[src/core/ssc_defines.vh]
// Constants for the sequence step controller
`ifndef SSC_DEFINES_VH
`define SSC_DEFINES_VH

// ---------------------------------------------------------------
// Register byte offsets
// ---------------------------------------------------------------
`define SSC_OFS_CTRL      12'h000
`define SSC_OFS_STATUS    12'h004
`define SSC_OFS_CMD       12'h008
`define SSC_OFS_SEL       12'h00c
`define SSC_OFS_TIME      12'h010
`define SSC_OFS_CFG       12'h014
`define SSC_OFS_PHASE_NOW 12'h018
`define SSC_OFS_ID        12'h01c

// ---------------------------------------------------------------
// Control register fields
// ---------------------------------------------------------------
`define SSC_CTRL_EXT_EN   0
`define SSC_CTRL_SUB_D0   1

// ---------------------------------------------------------------
// Command register bits (write one to act)
// ---------------------------------------------------------------
`define SSC_CMD_START     0
`define SSC_CMD_STOP      1
`define SSC_CMD_HOLD      2
`define SSC_CMD_RESUME    3
`define SSC_CMD_EVENT     4

// ---------------------------------------------------------------
// Step configuration word fields
// ---------------------------------------------------------------
`define SSC_CFG_PAUSE     0
`define SSC_CFG_PHASE_EN  1
`define SSC_CFG_JUMP_EN   2
`define SSC_CFG_CNT_EN    3
`define SSC_CFG_CNT_INF   4
`define SSC_CFG_LVL_EN    5
`define SSC_CFG_EDGE_EN   6
`define SSC_CFG_FIN_END   7
`define SSC_CFG_CODE_LSB  8
`define SSC_CFG_JTGT_LSB  12
`define SSC_CFG_BTGT_LSB  16
`define SSC_CFG_CNT_LSB   20
`define SSC_CFG_PHS_LSB   24

// ---------------------------------------------------------------
// Reset values
// ---------------------------------------------------------------
`define SSC_RST_CTRL      2'h0
`define SSC_RST_CFG       32'h00000000
`define SSC_RST_TIME      32'h00000001

`endif

[src/core/ssc_pin_sync.v]
// Three-stage pin synchroniser with agreement filter and edge pulses
`default_nettype none

module ssc_pin_sync
#(
  parameter RESET_LEVEL = 1'b1
)
(
  // Clock and reset
  input wire core_clk_i,
  input wire srst_i,
  // Pin side
  input wire pin_i,
  // Filtered level and edges
  output reg level_o,
  output wire fall_o,
  output wire rise_o
);

  reg s1_ff;
  reg s2_ff;
  reg s3_ff;

  // ---------------------------------------------------------------
  // Synchroniser chain
  // ---------------------------------------------------------------
  // Stage one feeds only stage two; filter looks at stages two and three
  always @(posedge core_clk_i)
  begin
    if (srst_i)
    begin
      s1_ff <= RESET_LEVEL;
      s2_ff <= RESET_LEVEL;
      s3_ff <= RESET_LEVEL;
      level_o <= RESET_LEVEL;
    end
    else
    begin
      s1_ff <= pin_i;
      s2_ff <= s1_ff;
      s3_ff <= s2_ff;
      if (s2_ff == s3_ff)
        level_o <= s3_ff;
    end
  end

  // Edges of the filtered level
  assign fall_o = level_o & ~s3_ff & ~s2_ff;
  assign rise_o = ~level_o & s3_ff & s2_ff;

endmodule

`default_nettype wire

[src/core/ssc_step_ctrl.v]
// Sequence step controller with AXI4-Lite register access
//
// Function
// - Step lasts its programmed duration before ending
// - Pause-after-step holds once duration elapses, unless phase align had to wait
// - Operator or external resume leaves pause hold
// - Step 0 ignores pause, jump, branch, finish settings
// - Phase align extends step until reference phase
// - Enabled jump goes to programmed target step
// - Jump counted limited times, infinite repeats forever; a pause step with nonzero count always jumps
// - Looped step without pause-after-step runs jump count plus one
// - Level branch jumps when external input active
// - Level input checked after duration, hold excluded
// - Edge branch on operator command or edge
// - Finish action continues or ends at step 0
// - Step code drives D3..D0 while step active
// - D0 optionally routed to sub output
// - External falling start edge starts when armed
// - External falling stop edge ends, goes step 0
// - Hold input pauses on fall, resumes on rise
// - Level branch input is active low
//
// The address map and the AXI4-Lite slave port are this design's own decisions.
`default_nettype none
`include "ssc_defines.vh"

module ssc_step_ctrl
#(
  parameter NSTEP = 16,
  parameter SW = 4,
  parameter [31:0] ID_VALUE = 32'h5a5a0001 // Arbitrary identification value
)
(
  // Clock and reset
  input wire core_clk_i,
  input wire srst_i,
  // AXI4-Lite write address
  input wire [11:0] s_axi_awaddr,
  input wire s_axi_awvalid,
  output reg s_axi_awready,
  // AXI4-Lite write data
  input wire [31:0] s_axi_wdata,
  input wire [3:0] s_axi_wstrb,
  input wire s_axi_wvalid,
  output reg s_axi_wready,
  // AXI4-Lite write response
  output reg [1:0] s_axi_bresp,
  output reg s_axi_bvalid,
  input wire s_axi_bready,
  // AXI4-Lite read address
  input wire [11:0] s_axi_araddr,
  input wire s_axi_arvalid,
  output reg s_axi_arready,
  // AXI4-Lite read data
  output reg [31:0] s_axi_rdata,
  output reg [1:0] s_axi_rresp,
  output reg s_axi_rvalid,
  input wire s_axi_rready,
  // Output phase from the waveform engine (same clock)
  input wire [7:0] phase_i,
  // External TTL control pins
  input wire ext_start_n_i,
  input wire ext_stop_n_i,
  input wire ext_hold_n_i,
  input wire ext_edge_branch_n_i,
  input wire ext_level_branch_n_i,
  // Step code and status outputs
  output reg [3:0] step_marker_output_o,
  output reg sub_out_o,
  output reg [SW-1:0] step_o,
  output reg running_o,
  output reg held_o
);

  // ---------------------------------------------------------------
  // States, one-hot
  // ---------------------------------------------------------------
  localparam [3:0] ST_ARMED = 4'h1;
  localparam [3:0] ST_RUN = 4'h2;
  localparam [3:0] ST_PHASE = 4'h4;
  localparam [3:0] ST_HOLD = 4'h8;

  // Step storage
  reg [31:0] time_mem [0:NSTEP-1];
  reg [31:0] cfg_mem [0:NSTEP-1];
  reg [7:0] loop_left_ff [0:NSTEP-1];
  reg [NSTEP-1:0] loop_act_ff;

  reg [3:0] state_ff;
  reg [SW-1:0] step_ff;
  reg [31:0] tcnt_ff;
  reg dur_done_ff;
  reg [1:0] ctrl_ff;
  reg [SW-1:0] sel_ff;
  reg [4:0] cmd_ff;

  // AXI holding registers
  reg aw_got_ff;
  reg w_got_ff;
  reg [11:0] awaddr_ff;
  reg [31:0] wdata_ff;
  reg [3:0] wstrb_ff;

  // ---------------------------------------------------------------
  // Pin synchronisers
  // ---------------------------------------------------------------
  wire start_fall;
  wire stop_fall;
  wire hold_fall;
  wire hold_rise;
  wire edge_fall;
  wire lvl_level;

  ssc_pin_sync #(.RESET_LEVEL(1'b1)) u_sync_start (
    .core_clk_i(core_clk_i), .srst_i(srst_i), .pin_i(ext_start_n_i),
    .level_o(), .fall_o(start_fall), .rise_o());
  ssc_pin_sync #(.RESET_LEVEL(1'b1)) u_sync_stop (
    .core_clk_i(core_clk_i), .srst_i(srst_i), .pin_i(ext_stop_n_i),
    .level_o(), .fall_o(stop_fall), .rise_o());
  ssc_pin_sync #(.RESET_LEVEL(1'b1)) u_sync_hold (
    .core_clk_i(core_clk_i), .srst_i(srst_i), .pin_i(ext_hold_n_i),
    .level_o(), .fall_o(hold_fall), .rise_o(hold_rise));
  ssc_pin_sync #(.RESET_LEVEL(1'b1)) u_sync_edge (
    .core_clk_i(core_clk_i), .srst_i(srst_i), .pin_i(ext_edge_branch_n_i),
    .level_o(), .fall_o(edge_fall), .rise_o());
  ssc_pin_sync #(.RESET_LEVEL(1'b1)) u_sync_lvl (
    .core_clk_i(core_clk_i), .srst_i(srst_i), .pin_i(ext_level_branch_n_i),
    .level_o(lvl_level), .fall_o(), .rise_o());

  // ---------------------------------------------------------------
  // Event qualification
  // ---------------------------------------------------------------
  wire ext_en = ctrl_ff[`SSC_CTRL_EXT_EN];
  wire ev_start = cmd_ff[`SSC_CMD_START] | (ext_en & start_fall);
  wire ev_stop = cmd_ff[`SSC_CMD_STOP] | (ext_en & stop_fall);
  wire ev_hold = cmd_ff[`SSC_CMD_HOLD] | (ext_en & hold_fall);
  wire ev_resume = cmd_ff[`SSC_CMD_RESUME] | (ext_en & hold_rise);
  wire ev_edge = cmd_ff[`SSC_CMD_EVENT] | (ext_en & edge_fall);
  wire lvl_active = ext_en & ~lvl_level;

  // Current step settings; step 0 masks its sequencing options
  wire [31:0] cur_cfg = cfg_mem[step_ff];
  wire is_step0 = (step_ff == {SW{1'b0}});
  wire [31:0] eff_cfg = is_step0 ? (cur_cfg & 32'hffffff02) : cur_cfg;
  wire [SW-1:0] jump_tgt = eff_cfg[`SSC_CFG_JTGT_LSB +: SW];
  wire [SW-1:0] br_tgt = eff_cfg[`SSC_CFG_BTGT_LSB +: SW];
  wire [7:0] phs_ref = eff_cfg[`SSC_CFG_PHS_LSB +: 8];
  wire [3:0] jcnt = eff_cfg[`SSC_CFG_CNT_LSB +: 4];
  wire in_step = (state_ff != ST_ARMED);

  // ---------------------------------------------------------------
  // Step end decision
  // ---------------------------------------------------------------
  reg [SW-1:0] nxt_step;
  reg nxt_end;
  reg nxt_loop_take;
  reg nxt_loop_dec;
  always @*
  begin
    nxt_step = step_ff + {{(SW-1){1'b0}}, 1'b1};
    nxt_end = eff_cfg[`SSC_CFG_FIN_END];
    nxt_loop_take = 1'b0;
    nxt_loop_dec = 1'b0;
    if (eff_cfg[`SSC_CFG_LVL_EN] && lvl_active)
    begin
      nxt_step = br_tgt;
      nxt_end = 1'b0;
    end
    else if (eff_cfg[`SSC_CFG_JUMP_EN])
    begin
      if (!eff_cfg[`SSC_CFG_CNT_EN] || eff_cfg[`SSC_CFG_CNT_INF])
      begin
        nxt_step = jump_tgt;
        nxt_end = 1'b0;
      end
      else if (!loop_act_ff[step_ff] ? (jcnt != 4'h0) : (loop_left_ff[step_ff] != 8'h00))
      begin
        nxt_step = jump_tgt;
        nxt_end = 1'b0;
        nxt_loop_take = 1'b1;
        nxt_loop_dec = loop_act_ff[step_ff];
      end
    end
    if (nxt_end)
      nxt_step = {SW{1'b0}};
  end

  // ---------------------------------------------------------------
  // Sequencer state machine
  // ---------------------------------------------------------------
  wire dur_hit = (tcnt_ff + 32'h1 >= time_mem[step_ff]);
  integer i;
  always @(posedge core_clk_i)
  begin
    if (srst_i)
    begin
      state_ff <= ST_ARMED;
      step_ff <= {SW{1'b0}};
      tcnt_ff <= 32'h0;
      dur_done_ff <= 1'b0;
      loop_act_ff <= {NSTEP{1'b0}};
      for (i = 0; i < NSTEP; i = i + 1)
        loop_left_ff[i] <= 8'h00;
    end
    else
    begin
      case (state_ff)
        ST_ARMED:
        begin
          if (ev_start)
          begin
            state_ff <= ST_RUN;
            tcnt_ff <= 32'h0;
            dur_done_ff <= 1'b0;
            loop_act_ff <= {NSTEP{1'b0}};
          end
        end
        ST_RUN, ST_PHASE:
        begin
          if (ev_stop)
          begin
            state_ff <= ST_ARMED;
            step_ff <= {SW{1'b0}};
          end
          else if (ev_hold)
          begin
            // The cycle in which hold is taken still ran, so it counts
            state_ff <= ST_HOLD;
            if (state_ff == ST_RUN && !dur_done_ff)
            begin
              tcnt_ff <= tcnt_ff + 32'h1;
              if (dur_hit)
                dur_done_ff <= 1'b1;
            end
          end
          else if (eff_cfg[`SSC_CFG_EDGE_EN] && ev_edge)
          begin
            step_ff <= br_tgt;
            state_ff <= ST_RUN;
            tcnt_ff <= 32'h0;
            dur_done_ff <= 1'b0;
          end
          else if (state_ff == ST_RUN && !dur_done_ff)
          begin
            tcnt_ff <= tcnt_ff + 32'h1;
            if (dur_hit)
              dur_done_ff <= 1'b1;
          end
          else if (eff_cfg[`SSC_CFG_PHASE_EN] && phase_i != phs_ref)
            state_ff <= ST_PHASE;
          else if (eff_cfg[`SSC_CFG_PAUSE] && state_ff == ST_RUN)
            state_ff <= ST_HOLD;
          else
          begin
            step_ff <= nxt_step;
            state_ff <= nxt_end ? ST_ARMED : ST_RUN;
            tcnt_ff <= 32'h0;
            dur_done_ff <= 1'b0;
            if (nxt_loop_take)
            begin
              loop_act_ff[step_ff] <= 1'b1;
              loop_left_ff[step_ff] <= nxt_loop_dec ?
                loop_left_ff[step_ff] - 8'h01 : {4'h0, jcnt} - 8'h01;
            end
            else
              loop_act_ff[step_ff] <= 1'b0; // Loop done, rearm count
          end
        end
        ST_HOLD:
        begin
          if (ev_stop)
          begin
            state_ff <= ST_ARMED;
            step_ff <= {SW{1'b0}};
          end
          else if (eff_cfg[`SSC_CFG_EDGE_EN] && ev_edge)
          begin
            step_ff <= br_tgt;
            state_ff <= ST_RUN;
            tcnt_ff <= 32'h0;
            dur_done_ff <= 1'b0;
          end
          else if (ev_resume)
          begin
            // Pause-after-step resumes into step end; plain hold resumes timing
            state_ff <= ST_RUN;
            if (dur_done_ff && eff_cfg[`SSC_CFG_PAUSE])
            begin
              step_ff <= nxt_step;
              state_ff <= nxt_end ? ST_ARMED : ST_RUN;
              tcnt_ff <= 32'h0;
              dur_done_ff <= 1'b0;
            end
          end
        end
        default: state_ff <= ST_ARMED;
      endcase
    end
  end

  // ---------------------------------------------------------------
  // Outputs from flip-flops
  // ---------------------------------------------------------------
  always @(posedge core_clk_i)
  begin
    if (srst_i)
    begin
      step_marker_output_o <= 4'h0;
      sub_out_o <= 1'b0;
      step_o <= {SW{1'b0}};
      running_o <= 1'b0;
      held_o <= 1'b0;
    end
    else
    begin
      // Code tracks the active step's config, so it changes on transitions or on a CFG write to that step
      step_marker_output_o <= in_step ? cur_cfg[`SSC_CFG_CODE_LSB +: 4] : 4'h0;
      sub_out_o <= ctrl_ff[`SSC_CTRL_SUB_D0] & in_step & cur_cfg[`SSC_CFG_CODE_LSB];
      step_o <= step_ff;
      running_o <= (state_ff == ST_RUN) | (state_ff == ST_PHASE);
      held_o <= (state_ff == ST_HOLD);
    end
  end

  // ---------------------------------------------------------------
  // AXI4-Lite write channel
  // ---------------------------------------------------------------
  wire wr_go = aw_got_ff & w_got_ff & ~s_axi_bvalid;
  integer j;
  always @(posedge core_clk_i)
  begin
    if (srst_i)
    begin
      s_axi_awready <= 1'b1;
      s_axi_wready <= 1'b1;
      s_axi_bvalid <= 1'b0;
      s_axi_bresp <= 2'h0;
      aw_got_ff <= 1'b0;
      w_got_ff <= 1'b0;
      awaddr_ff <= 12'h000;
      wdata_ff <= 32'h0;
      wstrb_ff <= 4'h0;
      ctrl_ff <= `SSC_RST_CTRL;
      sel_ff <= {SW{1'b0}};
      cmd_ff <= 5'h00;
      for (j = 0; j < NSTEP; j = j + 1)
      begin
        time_mem[j] <= `SSC_RST_TIME;
        cfg_mem[j] <= `SSC_RST_CFG;
      end
    end
    else
    begin
      cmd_ff <= 5'h00;
      if (s_axi_awvalid && s_axi_awready)
      begin
        awaddr_ff <= s_axi_awaddr;
        aw_got_ff <= 1'b1;
        s_axi_awready <= 1'b0;
      end
      if (s_axi_wvalid && s_axi_wready)
      begin
        wdata_ff <= s_axi_wdata;
        wstrb_ff <= s_axi_wstrb;
        w_got_ff <= 1'b1;
        s_axi_wready <= 1'b0;
      end
      if (wr_go)
      begin
        s_axi_bvalid <= 1'b1;
        s_axi_bresp <= 2'h0;
        aw_got_ff <= 1'b0;
        w_got_ff <= 1'b0;
        case ({awaddr_ff[11:2], 2'b00})
          `SSC_OFS_CTRL: if (wstrb_ff[0]) ctrl_ff <= wdata_ff[1:0];
          `SSC_OFS_CMD: if (wstrb_ff[0]) cmd_ff <= wdata_ff[4:0];
          `SSC_OFS_SEL: if (wstrb_ff[0]) sel_ff <= wdata_ff[SW-1:0];
          `SSC_OFS_TIME: time_mem[sel_ff] <= wdata_ff;
          `SSC_OFS_CFG: cfg_mem[sel_ff] <= wdata_ff;
          default: s_axi_bresp <= 2'h2;
        endcase
      end
      if (s_axi_bvalid && s_axi_bready)
      begin
        s_axi_bvalid <= 1'b0;
        s_axi_awready <= 1'b1;
        s_axi_wready <= 1'b1;
      end
    end
  end

  // ---------------------------------------------------------------
  // AXI4-Lite read channel
  // ---------------------------------------------------------------
  always @(posedge core_clk_i)
  begin
    if (srst_i)
    begin
      s_axi_arready <= 1'b1;
      s_axi_rvalid <= 1'b0;
      s_axi_rdata <= 32'h0;
      s_axi_rresp <= 2'h0;
    end
    else
    begin
      if (s_axi_arvalid && s_axi_arready)
      begin
        s_axi_arready <= 1'b0;
        s_axi_rvalid <= 1'b1;
        s_axi_rresp <= 2'h0;
        case ({s_axi_araddr[11:2], 2'b00})
          `SSC_OFS_CTRL: s_axi_rdata <= {30'h0, ctrl_ff};
          `SSC_OFS_STATUS: s_axi_rdata <= {20'h0, state_ff, {(8-SW){1'b0}}, step_ff};
          `SSC_OFS_CMD: s_axi_rdata <= 32'h0;
          `SSC_OFS_SEL: s_axi_rdata <= {{(32-SW){1'b0}}, sel_ff};
          `SSC_OFS_TIME: s_axi_rdata <= time_mem[sel_ff];
          `SSC_OFS_CFG: s_axi_rdata <= cfg_mem[sel_ff];
          `SSC_OFS_PHASE_NOW: s_axi_rdata <= {24'h0, phase_i};
          `SSC_OFS_ID: s_axi_rdata <= ID_VALUE;
          default:
          begin
            s_axi_rdata <= 32'h0;
            s_axi_rresp <= 2'h2;
          end
        endcase
      end
      else if (s_axi_rvalid && s_axi_rready)
      begin
        s_axi_rvalid <= 1'b0;
        s_axi_arready <= 1'b1;
      end
    end
  end

endmodule

`default_nettype wire

[config.mk]
export PLATFORM = sky130hd
export DESIGN_NAME = ssc_step_ctrl
export DESIGN_NICKNAME = d
export VERILOG_FILES = /design/src/core/ssc_pin_sync.v /design/src/core/ssc_step_ctrl.v
export VERILOG_INCLUDE_DIRS = /design/src /design/src/core
export SDC_FILE = /design/constraint.sdc
export NUM_CORES = 2
export LEC_CHECK = 0
export BUFFER_PORTS_ARGS = -buffer_cell sky130_fd_sc_hd__buf_4
export CAP_MARGIN = 20
export CORE_MARGIN = 8
export CORE_UTILIZATION = 40
export DETAILED_ROUTE_END_ITERATION = 8
export SLEW_MARGIN = 20
export SYNTH_ARGS = -nofsm -noshare
export SYNTH_HDL_FRONTEND = slang
export SYNTH_HIERARCHICAL = 1
export SYNTH_SLANG_ARGS = --single-unit
[constraint.sdc]
create_clock -name core_clk_i -period 7.3 [get_ports core_clk_i]
set_clock_uncertainty 0.2 [all_clocks]
set_input_delay 0.73 -clock core_clk_i [delete_from_list [all_inputs] [get_ports core_clk_i]]
set_output_delay 0.73 -clock core_clk_i [all_outputs]
set_load 0.01 [all_outputs]
==> qor.yml <==
syn2layout_area_growth_pct: 13.0
cts_hold_buf: 49
coreArea_sq_um: 173000
layout_min_cycle_time_ns: 5.72
cp_data_required_time_ns: 7.60
worst_slew_pin_slew_ns: 1.23
ir_worst_vdd_mv: 0.251
dieHeight_microns: 433
initial_core_util_pct: 40.2
status: "complete, no violations"
hold_viol_final: 0
hp-start: "s_axi_wdata[11]"
cp.arrival_ns: 6.02
wl_per_cell_microns: 30.6
ant_nets: 0
p_per_area_nw_per_um2: 217
gp_congestion: 0.850
num_rows: 153
path_class: "flop to flop"
die_width_microns: 433
cts_tree: "done"
grt_max_degree: 123
grt_overflow: 0
cts_buffer_depth: 3
finalMaxSlewViolations: 0
cts_buffers: 149
die_area_sq_um: 188000
portBuffers: 122
setup_tns_ns: 0
cp-start-kind: "flop"
post_cts_resized: 0
r2r-end: "loop_left_ff[2][7]"
post-route-period-util_pct: 78.3
relSlewSlack_pct: 17.6
setup_ws_ns: 1.58
final_cells: 7440
htree_levels: 4
drt_wl_total_microns: 228000
antenna_found_initial: 15
vias_per_cell: 5.95
fmax_mhz: 175
cts.clk_slew.worst_paths_ns: 0.06
maxCapViolations: 0
worstSkewPairLatency_ns: 0.81
cp_max_fo: 51
remaining_drc_errors: 0
num_vias: 44299
min_path_type: "primary input to flop"
final-setup-viol-count: 0
clock_sinks: 1343
whs_ns: 0.0683
hold_depth: 3
final_util_pct: 45.4
drt_iter0_drc: 5080
grt.total_usage_pct: 23.9
clockRootBuffer: "clkbuf_16"
rsz0062_at_grt: "false"
grt_pass1_wl_microns: 326000
firstDrtPassIters: 5
reg2regPathDepth: 14
worstHoldEndpoint: "wdata_ff[11]"
syn-cell-area_sq_um: 69600
reg2reg_slack_ns: 1.58
grt_pass1_vias: 44580
post_cts_buffers: 0
drive_above_1_share_pct: 23.0
crit_path_end_kind: "flop"
avgSynthCellArea_sq_um: 13.9
netlist_instances: 4994
placedCellCount: 7108
hpwlAfterDp_microns: 138000
pre_cts_slack_ns: 1.57
yosysWarningCount: 6
final_nets: 5104
ios: 132
n_fill_cell: 15302
leakagePower_uw: 0.0267
metal layers:
layer	vias up	wire length (microns)	share of wire (%)	track usage [%]
met5	-	21	0.0092	0
met4	4	11000	4.8	10.4
met3	448	20500	9.0	5.08
met2	2205	107000	47	38.3
met1	22850	89000	39	31.4
li1	18792	-	-	-
layout by cell type, fill, tap and decap left out, types with 14 or more instances in the layout:
master / instances
inv_1: 55
and2_1: 1024
dlygate4sd3_1: 49
dfxtp_1: 169
nand4_1: 15
clkinv_1: 24
a221oi_1: 24
edfxtp_1: 1152
nor2b_1: 108
mux4_1: 35
and3_1: 21
clkbuf_16: 156
mux2i_1: 100
or2_1: 16
clkbuf_1: 41
xnor2_1: 34
buf_4: 251
mux4_2: 558
o22ai_1: 20
a211oi_1: 77
clkinv_2: 24
a21oi_1: 132
nor2_4: 33
or3_1: 19
a21o_1: 20
o21ai_4: 32
nor4_1: 17
nor3b_1: 16
nor2_1: 214
dfxtp_2: 14
nor3_1: 42
xor2_1: 17
nand2_1: 213
ha_1: 39
o21ai_0: 83
nand3_1: 37
how the worst max path moves through the flow:
stage / startpoint / to / slack, ns / depth (start not counted)
floorplan: flop / dur_done_ff / 1.95 / 23
global placement: flop / loop_left_ff[1][7] / 1.60 / 14
detailed placement: flop / loop_left_ff[2][7] / 1.57 / 14
CTS: flop / loop_left_ff[2][7] / 1.55 / 14
global route: flop / loop_left_ff[2][7] / 1.28 / 14
finish: flop / loop_left_ff[2][7] / 1.58 / 14
per-stage QoR:
step / area, sq um / power [uW]
after floorplan: 69700 / 9260
after global placement: 73300 / 9660
after detailed placement: 73300 / 9680
after CTS: 78700 / 17200
after global routing: 78700 / 17500
final: 78700 / 17100
state kept, by name, indices dropped and copies added, names as in the netlist, 2 cells and up, named ones only:
register,flops
awaddr_ff,10
cfg_mem,512
cmd_ff,5
ctrl_ff,2
loop_act_ff,16
loop_left_ff,128
s_axi_rdata,32
sel_ff,4
state_ff,4
step_ff,4
step_marker_output_o,4
step_o,4
tcnt_ff,32
time_mem,512
wdata_ff,32
worst max-delay path, stage by stage (launching register included):
cell and delay, ns:
dfxtp_4 0.83, buf_4 0.76, mux4_2 0.43, mux4_2 0.57, inv_1 0.22, ha_1 0.27, nand2_1 0.07, nor3_1 0.22
a311o_1 0.30, and2_1 0.20, nor3_1 0.07, nand3_1 0.09, buf_4 0.38, a211o_1 0.64, nor2_1 0.09
area by class of cell:
type,instances,area (sq um),area share [%]
Antenna cell,3,7.51,0.00954
Clock buffer,203,4140,5.26
Clock inverter,75,702,0.892
Inverter,56,213,0.270
Multi-Input combinational cell,3122,29700,37.7
Sequential cell,1343,38500,48.9
Tap cell,2325,2910,3.70
Timing Repair Buffer,313,2620,3.33
power by group:
| part | leakage [uW] | switching (uW) | internal, uW |
|---|---|---|---|
| logic | 0.0110 | 492 | 301 |
| clock network | 0.00236 | 3200 | 4350 |
| registers | 0.0133 | 191 | 8560 |
| total | 0.0267 | 3880 | 13200 |
Power figures use the tool's default switching activity.
